[src/shared/sbtc_regs.svh]
`ifndef SBTC_REGS_SVH
`define SBTC_REGS_SVH

// register indexes; byte address is four times the index
`define SBTC_IDX_CORE_INT_CTRL   8'h0B
`define SBTC_IDX_PERIPH_FLAGS    8'h0C
`define SBTC_IDX_COUNT_LOW       8'h0E
`define SBTC_IDX_COUNT_HIGH      8'h0F
`define SBTC_IDX_COUNTER_CTRL    8'h10
`define SBTC_IDX_PERIPH_ENABLES  8'h8C

// counter_control fields
`define SBTC_CTRL_RUN_BIT        0
`define SBTC_CTRL_SRC_BIT        1
`define SBTC_CTRL_BYPASS_BIT     2
`define SBTC_CTRL_OSCEN_BIT      3
`define SBTC_CTRL_PS_LSB         4
`define SBTC_CTRL_PS_MSB         5
`define SBTC_CTRL_MASK           8'h3F

// flag and enable bank fields
`define SBTC_OVF_BIT             0

// reset values
`define SBTC_CTRL_RESET          8'h00
`define SBTC_FLAGS_RESET         8'h00
`define SBTC_ENABLES_RESET       8'h00
`define SBTC_INTCTRL_RESET       8'h00

// compare mode code for the special event trigger
`define SBTC_CMP_SPECIAL         4'hB

// instruction cycle is four core clocks
`define SBTC_INSTR_DIV           2'h3

`endif

[src/shared/sbtc_pkg.sv]
`default_nettype none

package sbtc_pkg;

  typedef enum {
    SBTC_MODE_TIMER,
    SBTC_MODE_SYNC,
    SBTC_MODE_ASYNC
  } sbtc_mode_t;

  typedef enum {
    SBTC_BUS_IDLE,
    SBTC_BUS_ANSWER
  } sbtc_bus_state_t;

endpackage

`default_nettype wire

[src/logic/sbtc_timer.sv]
`timescale 1ns/1ps
`include "sbtc_regs.svh"
`default_nettype none

module sbtc_timer (
  input  wire logic        CORE_CLK,
  input  wire logic        RESET_N,
  input  wire logic [9:0]  AVS_ADDRESS,
  input  wire logic        AVS_READ,
  input  wire logic        AVS_WRITE,
  input  wire logic [31:0] AVS_WRITEDATA,
  input  wire logic [3:0]  AVS_BYTEENABLE,
  output logic      [31:0] AVS_READDATA,
  output logic             AVS_WAITREQUEST,
  input  wire logic        OSC_INPUT_PIN,
  input  wire logic        EXT_COUNT_CLOCK_PIN,
  input  wire logic        SLEEP,
  input  wire logic [3:0]  CMP1_MODE_SELECT,
  input  wire logic        CMP1_MATCH,
  input  wire logic [3:0]  CMP2_MODE_SELECT,
  input  wire logic        CMP2_MATCH,
  output logic             OSC_AMP_ENABLE,
  output logic             TIMEBASE_VALID,
  output logic [15:0]      TIMEBASE_COUNT,
  output logic             OVERFLOW_IRQ,
  output logic             WAKE_REQUEST
);

  ////////////////////////////////////////////////////////////////////////////
  // functions

  // prescaler output event: all selected low bits at one before the step
  function automatic logic ps_hit(input logic [2:0] cnt, input logic [1:0] sel);
    logic [2:0] mask;
    mask = 3'h0;
    case (sel)
      2'h0:    mask = 3'h0;
      2'h1:    mask = 3'h1;
      2'h2:    mask = 3'h3;
      default: mask = 3'h7;
    endcase
    return (cnt & mask) == mask;
  endfunction

  function automatic logic [7:0] byte_merge(input logic [7:0] old, input logic [31:0] wd,
                                            input logic be0);
    return be0 ? wd[7:0] : old;
  endfunction

  ////////////////////////////////////////////////////////////////////////////
  // registers and state

  logic [7:0]  ctrl_r;
  logic [7:0]  flags_r;
  logic [7:0]  enables_r;
  logic [7:0]  intctrl_r;
  logic [15:0] count_r;
  logic [15:0] count_nxt;
  logic [2:0]  presc_r;
  logic [1:0]  instr_div_r;
  logic        osc_s1_r, osc_s2_r, osc_d_r;
  logic        ext_s1_r, ext_s2_r, ext_d_r;
  logic        presc_tgl_r;
  logic        tgl_s1_r, tgl_s2_r, tgl_d_r;
  logic [31:0] rdata_r;
  sbtc_pkg::sbtc_bus_state_t bus_state_r;

  ////////////////////////////////////////////////////////////////////////////
  // decode

  wire        run         = ctrl_r[`SBTC_CTRL_RUN_BIT];
  wire        src_ext     = ctrl_r[`SBTC_CTRL_SRC_BIT];
  wire        bypass      = ctrl_r[`SBTC_CTRL_BYPASS_BIT];
  wire        osc_en      = ctrl_r[`SBTC_CTRL_OSCEN_BIT];
  wire [1:0]  ps_sel      = ctrl_r[`SBTC_CTRL_PS_MSB:`SBTC_CTRL_PS_LSB];

  sbtc_pkg::sbtc_mode_t mode;
  assign mode = !src_ext ? sbtc_pkg::SBTC_MODE_TIMER :
                bypass   ? sbtc_pkg::SBTC_MODE_ASYNC : sbtc_pkg::SBTC_MODE_SYNC;

  wire        req         = AVS_READ | AVS_WRITE;
  wire        take        = req && bus_state_r == sbtc_pkg::SBTC_BUS_ANSWER;
  wire [7:0]  idx         = AVS_ADDRESS[9:2];
  wire        aligned     = AVS_ADDRESS[1:0] == 2'h0;
  wire        wr          = take && AVS_WRITE && aligned && AVS_BYTEENABLE[0];
  wire        wr_intctrl  = wr && idx == `SBTC_IDX_CORE_INT_CTRL;
  wire        wr_flags    = wr && idx == `SBTC_IDX_PERIPH_FLAGS;
  wire        wr_low      = wr && idx == `SBTC_IDX_COUNT_LOW;
  wire        wr_high     = wr && idx == `SBTC_IDX_COUNT_HIGH;
  wire        wr_ctrl     = wr && idx == `SBTC_IDX_COUNTER_CTRL;
  wire        wr_enables  = wr && idx == `SBTC_IDX_PERIPH_ENABLES;
  wire        wr_count    = wr_low | wr_high;

  // input edge: crystal pin when enabled, else external pin; synchronised first
  wire        osc_rise    = osc_s2_r & ~osc_d_r;
  wire        ext_rise    = ext_s2_r & ~ext_d_r;
  wire        pin_rise    = osc_en ? osc_rise : ext_rise;
  wire        instr_tick  = instr_div_r == `SBTC_INSTR_DIV;

  // timer source stops with the core clock in sleep; pin source keeps running
  wire        src_event   = run && (src_ext ? pin_rise : (instr_tick && !SLEEP));
  wire        presc_out   = src_event && ps_hit(presc_r, ps_sel);

  // sync stage sits behind the prescaler and is off in sleep
  wire        tgl_edge    = tgl_s2_r ^ tgl_d_r;
  wire        inc_sync    = tgl_edge && !SLEEP;

  logic inc;
  always_comb begin
    inc = 1'b0;
    case (mode)
      sbtc_pkg::SBTC_MODE_TIMER: inc = presc_out;
      sbtc_pkg::SBTC_MODE_SYNC:  inc = inc_sync && run;
      sbtc_pkg::SBTC_MODE_ASYNC: inc = presc_out;
      default:                   inc = 1'b0;
    endcase
  end

  wire trig_raw = (CMP1_MODE_SELECT == `SBTC_CMP_SPECIAL && CMP1_MATCH) ||
                  (CMP2_MODE_SELECT == `SBTC_CMP_SPECIAL && CMP2_MATCH);
  // clearing in bypass mode would race the free-running count, so it is refused
  wire trig     = trig_raw && mode != sbtc_pkg::SBTC_MODE_ASYNC;
  wire wrap     = inc && count_r == 16'hFFFF && !trig && !wr_count;

  always_comb begin
    count_nxt = count_r;
    if (wr_low) begin
      count_nxt = {count_r[15:8], AVS_WRITEDATA[7:0]};
    end else if (wr_high) begin
      count_nxt = {AVS_WRITEDATA[7:0], count_r[7:0]};
    end else if (trig) begin
      count_nxt = 16'h0000;
    end else if (inc) begin
      count_nxt = count_r + 16'h0001;
    end
  end

  ////////////////////////////////////////////////////////////////////////////
  // count holding register: deliberately outside the reset

  always_ff @(posedge CORE_CLK) begin
    count_r <= count_nxt;
  end

  ////////////////////////////////////////////////////////////////////////////
  // synchronisers and prescaler

  always_ff @(posedge CORE_CLK or negedge RESET_N) begin
    if (!RESET_N) begin
      osc_s1_r <= 1'b0;
      osc_s2_r <= 1'b0;
      osc_d_r  <= 1'b0;
      ext_s1_r <= 1'b0;
      ext_s2_r <= 1'b0;
      ext_d_r  <= 1'b0;
    end else begin
      osc_s1_r <= OSC_INPUT_PIN;
      osc_s2_r <= osc_s1_r;
      osc_d_r  <= osc_s2_r;
      ext_s1_r <= EXT_COUNT_CLOCK_PIN;
      ext_s2_r <= ext_s1_r;
      ext_d_r  <= ext_s2_r;
    end
  end

  always_ff @(posedge CORE_CLK or negedge RESET_N) begin
    if (!RESET_N) begin
      presc_r     <= 3'h0;
      instr_div_r <= 2'h0;
      presc_tgl_r <= 1'b0;
    end else begin
      instr_div_r <= instr_div_r + 2'h1;
      if (wr_count) begin
        presc_r <= 3'h0;
      end else if (src_event) begin
        presc_r <= presc_r + 3'h1;
      end
      if (presc_out) begin
        presc_tgl_r <= ~presc_tgl_r;
      end
    end
  end

  always_ff @(posedge CORE_CLK or negedge RESET_N) begin
    if (!RESET_N) begin
      tgl_s1_r <= 1'b0;
      tgl_s2_r <= 1'b0;
      tgl_d_r  <= 1'b0;
    end else begin
      tgl_s1_r <= presc_tgl_r;
      tgl_s2_r <= tgl_s1_r;
      tgl_d_r  <= tgl_s2_r;
    end
  end

  ////////////////////////////////////////////////////////////////////////////
  // software registers

  always_ff @(posedge CORE_CLK or negedge RESET_N) begin
    if (!RESET_N) begin
      ctrl_r    <= `SBTC_CTRL_RESET;
      flags_r   <= `SBTC_FLAGS_RESET;
      enables_r <= `SBTC_ENABLES_RESET;
      intctrl_r <= `SBTC_INTCTRL_RESET;
    end else begin
      if (wr_ctrl) begin
        ctrl_r <= AVS_WRITEDATA[7:0] & `SBTC_CTRL_MASK;
      end
      if (wr_enables) begin
        enables_r <= AVS_WRITEDATA[7:0];
      end
      if (wr_intctrl) begin
        intctrl_r <= AVS_WRITEDATA[7:0];
      end
      // overflow set wins over a software clear in the same cycle
      flags_r <= (wr_flags ? AVS_WRITEDATA[7:0] : flags_r) |
                 {7'h00, wrap};
    end
  end

  ////////////////////////////////////////////////////////////////////////////
  // avalon slave: one wait state, then the answer

  logic [7:0] rd_byte;
  always_comb begin
    rd_byte = 8'h00;
    case (idx)
      `SBTC_IDX_CORE_INT_CTRL:  rd_byte = intctrl_r;
      `SBTC_IDX_PERIPH_FLAGS:   rd_byte = flags_r;
      `SBTC_IDX_COUNT_LOW:      rd_byte = count_r[7:0];
      `SBTC_IDX_COUNT_HIGH:     rd_byte = count_r[15:8];
      `SBTC_IDX_COUNTER_CTRL:   rd_byte = ctrl_r;
      `SBTC_IDX_PERIPH_ENABLES: rd_byte = enables_r;
      default:                  rd_byte = 8'h00;
    endcase
  end

  always_ff @(posedge CORE_CLK or negedge RESET_N) begin
    if (!RESET_N) begin
      bus_state_r <= sbtc_pkg::SBTC_BUS_IDLE;
      rdata_r     <= 32'h0000_0000;
    end else begin
      case (bus_state_r)
        sbtc_pkg::SBTC_BUS_IDLE: begin
          if (req) begin
            bus_state_r <= sbtc_pkg::SBTC_BUS_ANSWER;
            rdata_r     <= {24'h000000, aligned ? rd_byte : 8'h00};
          end
        end
        sbtc_pkg::SBTC_BUS_ANSWER: begin
          bus_state_r <= sbtc_pkg::SBTC_BUS_IDLE;
        end
        default: begin
          bus_state_r <= sbtc_pkg::SBTC_BUS_IDLE;
        end
      endcase
    end
  end

  assign AVS_WAITREQUEST = req && bus_state_r != sbtc_pkg::SBTC_BUS_ANSWER;
  assign AVS_READDATA    = rdata_r;

  ////////////////////////////////////////////////////////////////////////////
  // outputs

  assign OSC_AMP_ENABLE = osc_en;
  assign TIMEBASE_VALID = mode != sbtc_pkg::SBTC_MODE_ASYNC;
  assign TIMEBASE_COUNT = count_r;
  assign OVERFLOW_IRQ   = flags_r[`SBTC_OVF_BIT] & enables_r[`SBTC_OVF_BIT];
  // only the free-running mode can still count, and so wake, while asleep
  assign WAKE_REQUEST   = OVERFLOW_IRQ && SLEEP && mode == sbtc_pkg::SBTC_MODE_ASYNC;
endmodule // sbtc_timer

`default_nettype wire

[config.mk]
export PLATFORM = sky130hd
export DESIGN_NAME = sbtc_timer
export DESIGN_NICKNAME = d
export VERILOG_FILES = /design/src/shared/sbtc_pkg.sv /design/src/logic/sbtc_timer.sv
export VERILOG_INCLUDE_DIRS = /design/src /design/src/shared
export SDC_FILE = /design/constraint.sdc
export NUM_CORES = 1
export LEC_CHECK = 0
export ABC_AREA = 1
export BUFFER_PORTS_ARGS = -buffer_cell sky130_fd_sc_hd__buf_2
export CAP_MARGIN = 10
export CORE_MARGIN = 3
export CORE_UTILIZATION = 45
export CTS_BUF_LIST = sky130_fd_sc_hd__clkbuf_4
export CTS_CLUSTER_DIAMETER = 30
export DETAILED_ROUTE_END_ITERATION = 10
export PLACE_DENSITY = 0.81
export SLEW_MARGIN = 25
export SYNTH_ARGS = -nofsm -noshare
export SYNTH_HDL_FRONTEND = slang
export SYNTH_SLANG_ARGS = --single-unit
[constraint.sdc]
create_clock -name CORE_CLK -period 1.83 [get_ports CORE_CLK]
set_input_delay 0.549 -clock CORE_CLK [delete_from_list [all_inputs] [get_ports CORE_CLK]]
set_output_delay 0.549 -clock CORE_CLK [all_outputs]
set_load 0.005 [all_outputs]
Word-level counts from Yosys, hierarchy flattened
Cells that the tools add are included.
Word-level totals
  register bits after elaboration: 101
  latch bits: 0
  RAM bits: 0
  memory bits (read-only): 0
  word-level logic and storage cells: 112
  memories: 0
Operators by class
  add/subtract/negate cells: 3
  multiply operators: 0
  divide/modulo/power cells: 0
  magnitude comparators: 0
  equal/unequal tests: 21
  shift operators: 0
  multiplexer cells: 17
  bitwise logic cells: 12
  reduce and logical (&&, ||, !) cells: 39
Operator list (count)
  $logic_not A32 Y1: 2
  $mux W32: 2
  $mux W16: 3
  $pmux W8 S6: 1
  $eq A32 B2 Y1 const B: 1
  $eq A8 B4 Y1 const B: 4
  $ne A32 B2 Y1 const B: 1
  $logic_and A1 B1 Y1: 24
  $mux W8: 3
  $add A16 B1 Y16 const B: 1
  $eq A16 B16 Y1 const B: 1
  $pmux W3 S3: 1
  $eq A2 B2 Y1 const B: 4
  $eq A4 B4 Y1 const B: 2
  $eq A8 B5 Y1 const B: 1
  $eq A8 B8 Y1 const B: 1
  $or A8 B1 Y8: 1
  $mux W3: 2
  $ne A2 B2 Y1 const B: 3
  $reduce_and A2 Y1: 3
  $reduce_bool A3 Y1: 2
  $eq A2 B1 Y1 const B: 2
  $logic_not A2 Y1: 2
  $mux W2: 2
  other kinds (14): 23

Logic depth before layout (Yosys ltp)
  depth in word-level cells: 11
  mapped depth: 10
  mapped depth without buffers: 10

Worst setup path after synthesis
OpenSTA, ideal clock, no wires.
  path kind: input to register
  start: input AVS_ADDRESS[1]
  end: register count_r[0] (netlist: TIMEBASE_COUNT[0]) (enable)
  library setup time: 329 ps
  data arrival time: 1451 ps
  required time: 1501 ps
  setup slack: 50 ps
  cell stages on the path: 6
  buffers on the path: 1
  cells stage by stage: nor2_1 -> inv_2 -> nor2_4 -> nand3_2 -> buf_6 -> nand2_1
On the way
  cells in the longest elaborated chain, start to end: 6
  elaborated cells between the ends (all ways): 8
  those cells by class: 1 x eq/ne; 7 x reduce/logical
Ends and longest elaborated chain
  start, declared: RTL line sbtc_timer.sv:8  | input wire logic [9:0] AVS_ADDRESS,
  $logic_not A2 Y1 (*): RTL line sbtc_timer.sv:84  | wire aligned = AVS_ADDRESS[1:0] == 2'h0;
  $logic_and A1 B1 Y1 (*) (2 in series): RTL line sbtc_timer.sv:85  | wire wr = take && AVS_WRITE && aligned && AVS_BYTEENABLE[0];
  $logic_and A1 B1 Y1 (no source line)
  $ne A2 B2 Y1 (no source line) / $reduce_bool A3 Y1 (equally long branches)
  $reduce_and A2 Y1 (no source line) (*)
  end signal, assigned: RTL line sbtc_timer.sv:142  | count_r <= count_nxt;
  end, declared: RTL line sbtc_timer.sv:57  | logic [15:0] count_r;
Every way passes the cells marked *; elsewhere a longest branch is shown, timed or not.
A chain may end at the register's enable or synchronous reset.

Worst setup path in the final report
  start: register flags_r[0]
  end: output WAKE_REQUEST
On the way
  cells in the longest elaborated chain, start to end: 3
Ends and longest elaborated chain
  start, declared: RTL line sbtc_timer.sv:54  | logic [7:0] flags_r;
  start signal, assigned: RTL line sbtc_timer.sv:202  | flags_r <= `SBTC_FLAGS_RESET;
  start signal, assigned: RTL line sbtc_timer.sv:216  | flags_r <= (wr_flags ? AVS_WRITEDATA[7:0] : flags_r) |
  $and A1 B1 Y1: RTL line sbtc_timer.sv:269  | assign OVERFLOW_IRQ = flags_r[`SBTC_OVF_BIT] & enables_r[`SBTC_OVF_BIT];
  $logic_and A1 B1 Y1 (2 in series): RTL line sbtc_timer.sv:271  | assign WAKE_REQUEST = OVERFLOW_IRQ && SLEEP && mode == sbtc_pkg::SBTC_MODE_ASYNC;
  end, declared: RTL line sbtc_timer.sv:26  | output logic WAKE_REQUEST
No other way between the ends.

==> impl_metrics.toml <==
[status]
status = "completed"

[logic_synthesis]
synthDistinctLibCells = 35
syn_area_per_cell_um2 = 7.85
syn-cell-area_um2 = 4090
synth-seq-cells = 70
syn-instance-count = 521
ys_warn_count = 0
seq_area_frac_synth_pct = 44.8

[power_and_ir_drop]
irDropWorstVdd_mv = 0.411
p_per_area_nw_per_um2 = 620
leakagePower_nw = 2.67

[final_layout]
layout.nets = 680
n_antenna_cell = 0
area_growth_pct = 17.8
drive_gt1_share_pct = 24.8
final_design_area_no_fill_um2 = 4820
n_fill_cell = 808

[clock_network]
cts_htree_levels = 3
tritoncts = "built"
cts-root-buf = "clkbuf_4"
clock_latency_ns = 0.41
clockBufferDepth = 2
clock-sinks = 70
cts_made_buffers = 9
clk_pin_slew_ns = 0.11

[sta]
grt_setup_unrepaired = "false"
whs_ns = 0.117
period_share_pct = 96.1
fmax_ghz = 0.568
skew_ns = 0.0174
finalSetupViolations = 0
fin_crit_ns = 1.76
hold_viol_final = 0
slew_violations = 0

[die]
row_count = 34
die_area_um2 = 10300
fp.dieH_um = 101
core_area_um2 = 8760
die_w_um = 101
ios = 116
start_util_pct = 46.7

[global_routing]
grt_pass1_wl_um = 16400
grt_overflow_total = 0
grt_pass1_vias = 3455
grt_max_degree = 55
antenna_found_initial = 0
grt_util_all_layers_pct = 20.5

[drt]
drt_iter0_drc = 302
first_pass_iters = 6
avgRoutedWirePerCell_um = 13.8
drt-total-wl_um = 10000
drc = 0
ant_nets = 0
vias = 3653
viasPerCell = 5.03

[placed_design]
place_area_um2 = 4640
globalplace.congestion = 0.881
dp_hpwl_um = 7720
portBuffers = 64

[job]
max_cap_violations = 0

[worst_setup_path]
arrival_ns = 1.21
cp_max_fo = 3
path_class = "register to output port"
required_ns = 1.28
worst_setup_path_end_kind = "output port"
start_kind = "register"

[min_path]
holdCritPathClass = "input pin to asynchronous set/reset pin"
[worst max-delay path, stage by stage, from the launching register on]
cell,delay [ns]
dfrtp_1,0.42
nand2_1,0.12
nor3_2,0.13
buf_2,0.14
[timing repair]
item                                    CTS  global route
endpoints found under the setup margin    1             1
pin swaps                                 0             0
resized for setup                         1             2
setup buffers                             2             0
hold buffers                              0             0
[sequential cells by signal, indices dropped and copies added, names as in the netlist]
| name | flops |
|---|---|
| AVS_READDATA | 8 |
| TIMEBASE_COUNT | 16 |
| bus_state_r | 1 |
| ctrl_r | 6 |
| enables_r | 8 |
| ext_d_r | 1 |
| ext_s1_r | 1 |
| ext_s2_r | 1 |
| flags_r | 8 |
| instr_div_r | 2 |
| intctrl_r | 8 |
| osc_d_r | 1 |
| osc_s1_r | 1 |
| osc_s2_r | 1 |
| presc_r | 3 |
| presc_tgl_r | 1 |
| tgl_d_r | 1 |
| tgl_s1_r | 1 |
| tgl_s2_r | 1 |
[logic make-up (layout without fill, tap and decap cells)]
family,Yosys count,count (layout),synth area share (%)
compound gates,51,51,8.04
xor+xnor,8,8,1.71
fa+ha+maj,3,3,0.918
buf+inv,90,164,11.2
flops,70,70,44.8
other cells,1,24,0.0917
simple gates,298,298,33.3
[power by group]
part           switching, mW  internal [mW]
clock                  0.554          0.547
combinational          0.163         0.0893
sequential            0.0182           1.62
[cells in the final DEF (no fill, tap or decap), types with 4 or more instances in the layout]
| cell | instances |
|---|---|
| nand2_1 | 182 |
| buf_2 | 64 |
| inv_1 | 54 |
| dfrtp_1 | 53 |
| nor2_1 | 46 |
| nand3_1 | 31 |
| o21ai_1 | 29 |
| conb_1 | 24 |
| buf_4 | 21 |
| edfxtp_1 | 16 |
| clkbuf_4 | 9 |
| o21ai_2 | 8 |
| nand2_2 | 7 |
| nor2_2 | 5 |
| inv_2 | 5 |
| xor2_1 | 5 |
| o22ai_2 | 5 |
| nand4_1 | 5 |
| buf_12 | 5 |
| nand2_4 | 4 |
| nor2_8 | 4 |
[per-layer routing]
layer  global-route usage [%]  vias to the layer above  part of all wire [%]
met5                        0                        -                     0
met4                     8.38                        0                   2.8
met3                     3.58                       23                   9.2
met2                     33.0                      175                    46
met1                     27.4                     1668                    42
li1                         -                     1787                     -
[final timing paths]
kind | start | end | slack (ns) | cells past startpoint
max in group asynchronous | RESET_N | enables_r[6]$_DFFE_PN0P_ | 1.46 | 2
worst min-delay path | RESET_N | osc_s1_r$_DFF_PN0_ | 0.12 | 2
min in group CORE_CLK | EXT_COUNT_CLOCK_PIN | ext_s1_r$_DFF_PN0_ | 0.24 | 1
worst min register to register | ext_s1_r$_DFF_PN0_ | ext_s2_r$_DFF_PN0_ | 0.36 | 0
worst max register to register | TIMEBASE_COUNT[0]$_DFFE_PP_ | flags_r[0]$_DFF_PN0_ | 0.15 | 7
worst max-delay path | flags_r[0]$_DFF_PN0_ | WAKE_REQUEST | 0.07 | 3
[synthesized netlist by cell type]
library cell | count | area share, %
nand2_1 | 183 | 17
dfrtp_1 | 54 | 33
inv_1 | 54 | 5.0
nor2_1 | 46 | 4.2
nand3_1 | 31 | 3.8
o21ai_1 | 29 | 3.5
buf_4 | 25 | 4.6
edfxtp_1 | 16 | 12
o21ai_2 | 8 | 1.7
nand2_2 | 6 | 0.92
inv_2 | 5 | 0.46
nand4_1 | 5 | 0.76
nor2_2 | 5 | 0.76
o22ai_2 | 5 | 1.5
xor2_1 | 5 | 1.1
nand2_4 | 4 | 1.1
nor2_8 | 4 | 2.0
nor3_1 | 4 | 0.49
a21oi_1 | 3 | 0.37
buf_6 | 3 | 0.83
ha_1 | 3 | 0.92
nor2_4 | 3 | 0.83
o21ai_0 | 3 | 0.37
xnor2_1 | 3 | 0.64
buf_2 | 2 | 0.24
nand3_2 | 2 | 0.49
o21bai_1 | 2 | 0.37
clkbuf_1 | 1 | 0.092
conb_1 | 1 | 0.092
nand3_4 | 1 | 0.43
nand3b_1 | 1 | 0.18
nor3_2 | 1 | 0.24
nor3b_1 | 1 | 0.18
o22ai_1 | 1 | 0.15
or2_2 | 1 | 0.15
[through the flow]
step / power [mW] / worst slack [ns] / setup TNS (ns) / utilization, % / cells
floorplan: 1.82 / 0.0499 / 0 / - / 544
global placement: 1.91 / 0.0180 / 0 / 53.0 / 709
detailed placement: 1.92 / -0.00257 / -0.00351 / 53.0 / 709
CTS: 3.02 / 0.0121 / 0 / 54.9 / 726
global route: 3.12 / 0.00666 / 0 / 55.0 / 726
finish: 2.99 / 0.0707 / 0 / 55.0 / 726
[final cells by class]
cell class,count,area (um2),area share [%]
Clock buffer,9,67.6,1.40
Clock inverter,6,87.6,1.82
Inverter,59,221,4.60
Multi-Input combinational cell,384,1900,39.4
Sequential cell,70,1830,38.0
Tap cell,108,135,2.80
Timing Repair Buffer,90,578,12.0
Power figures use the tool's default switching activity.
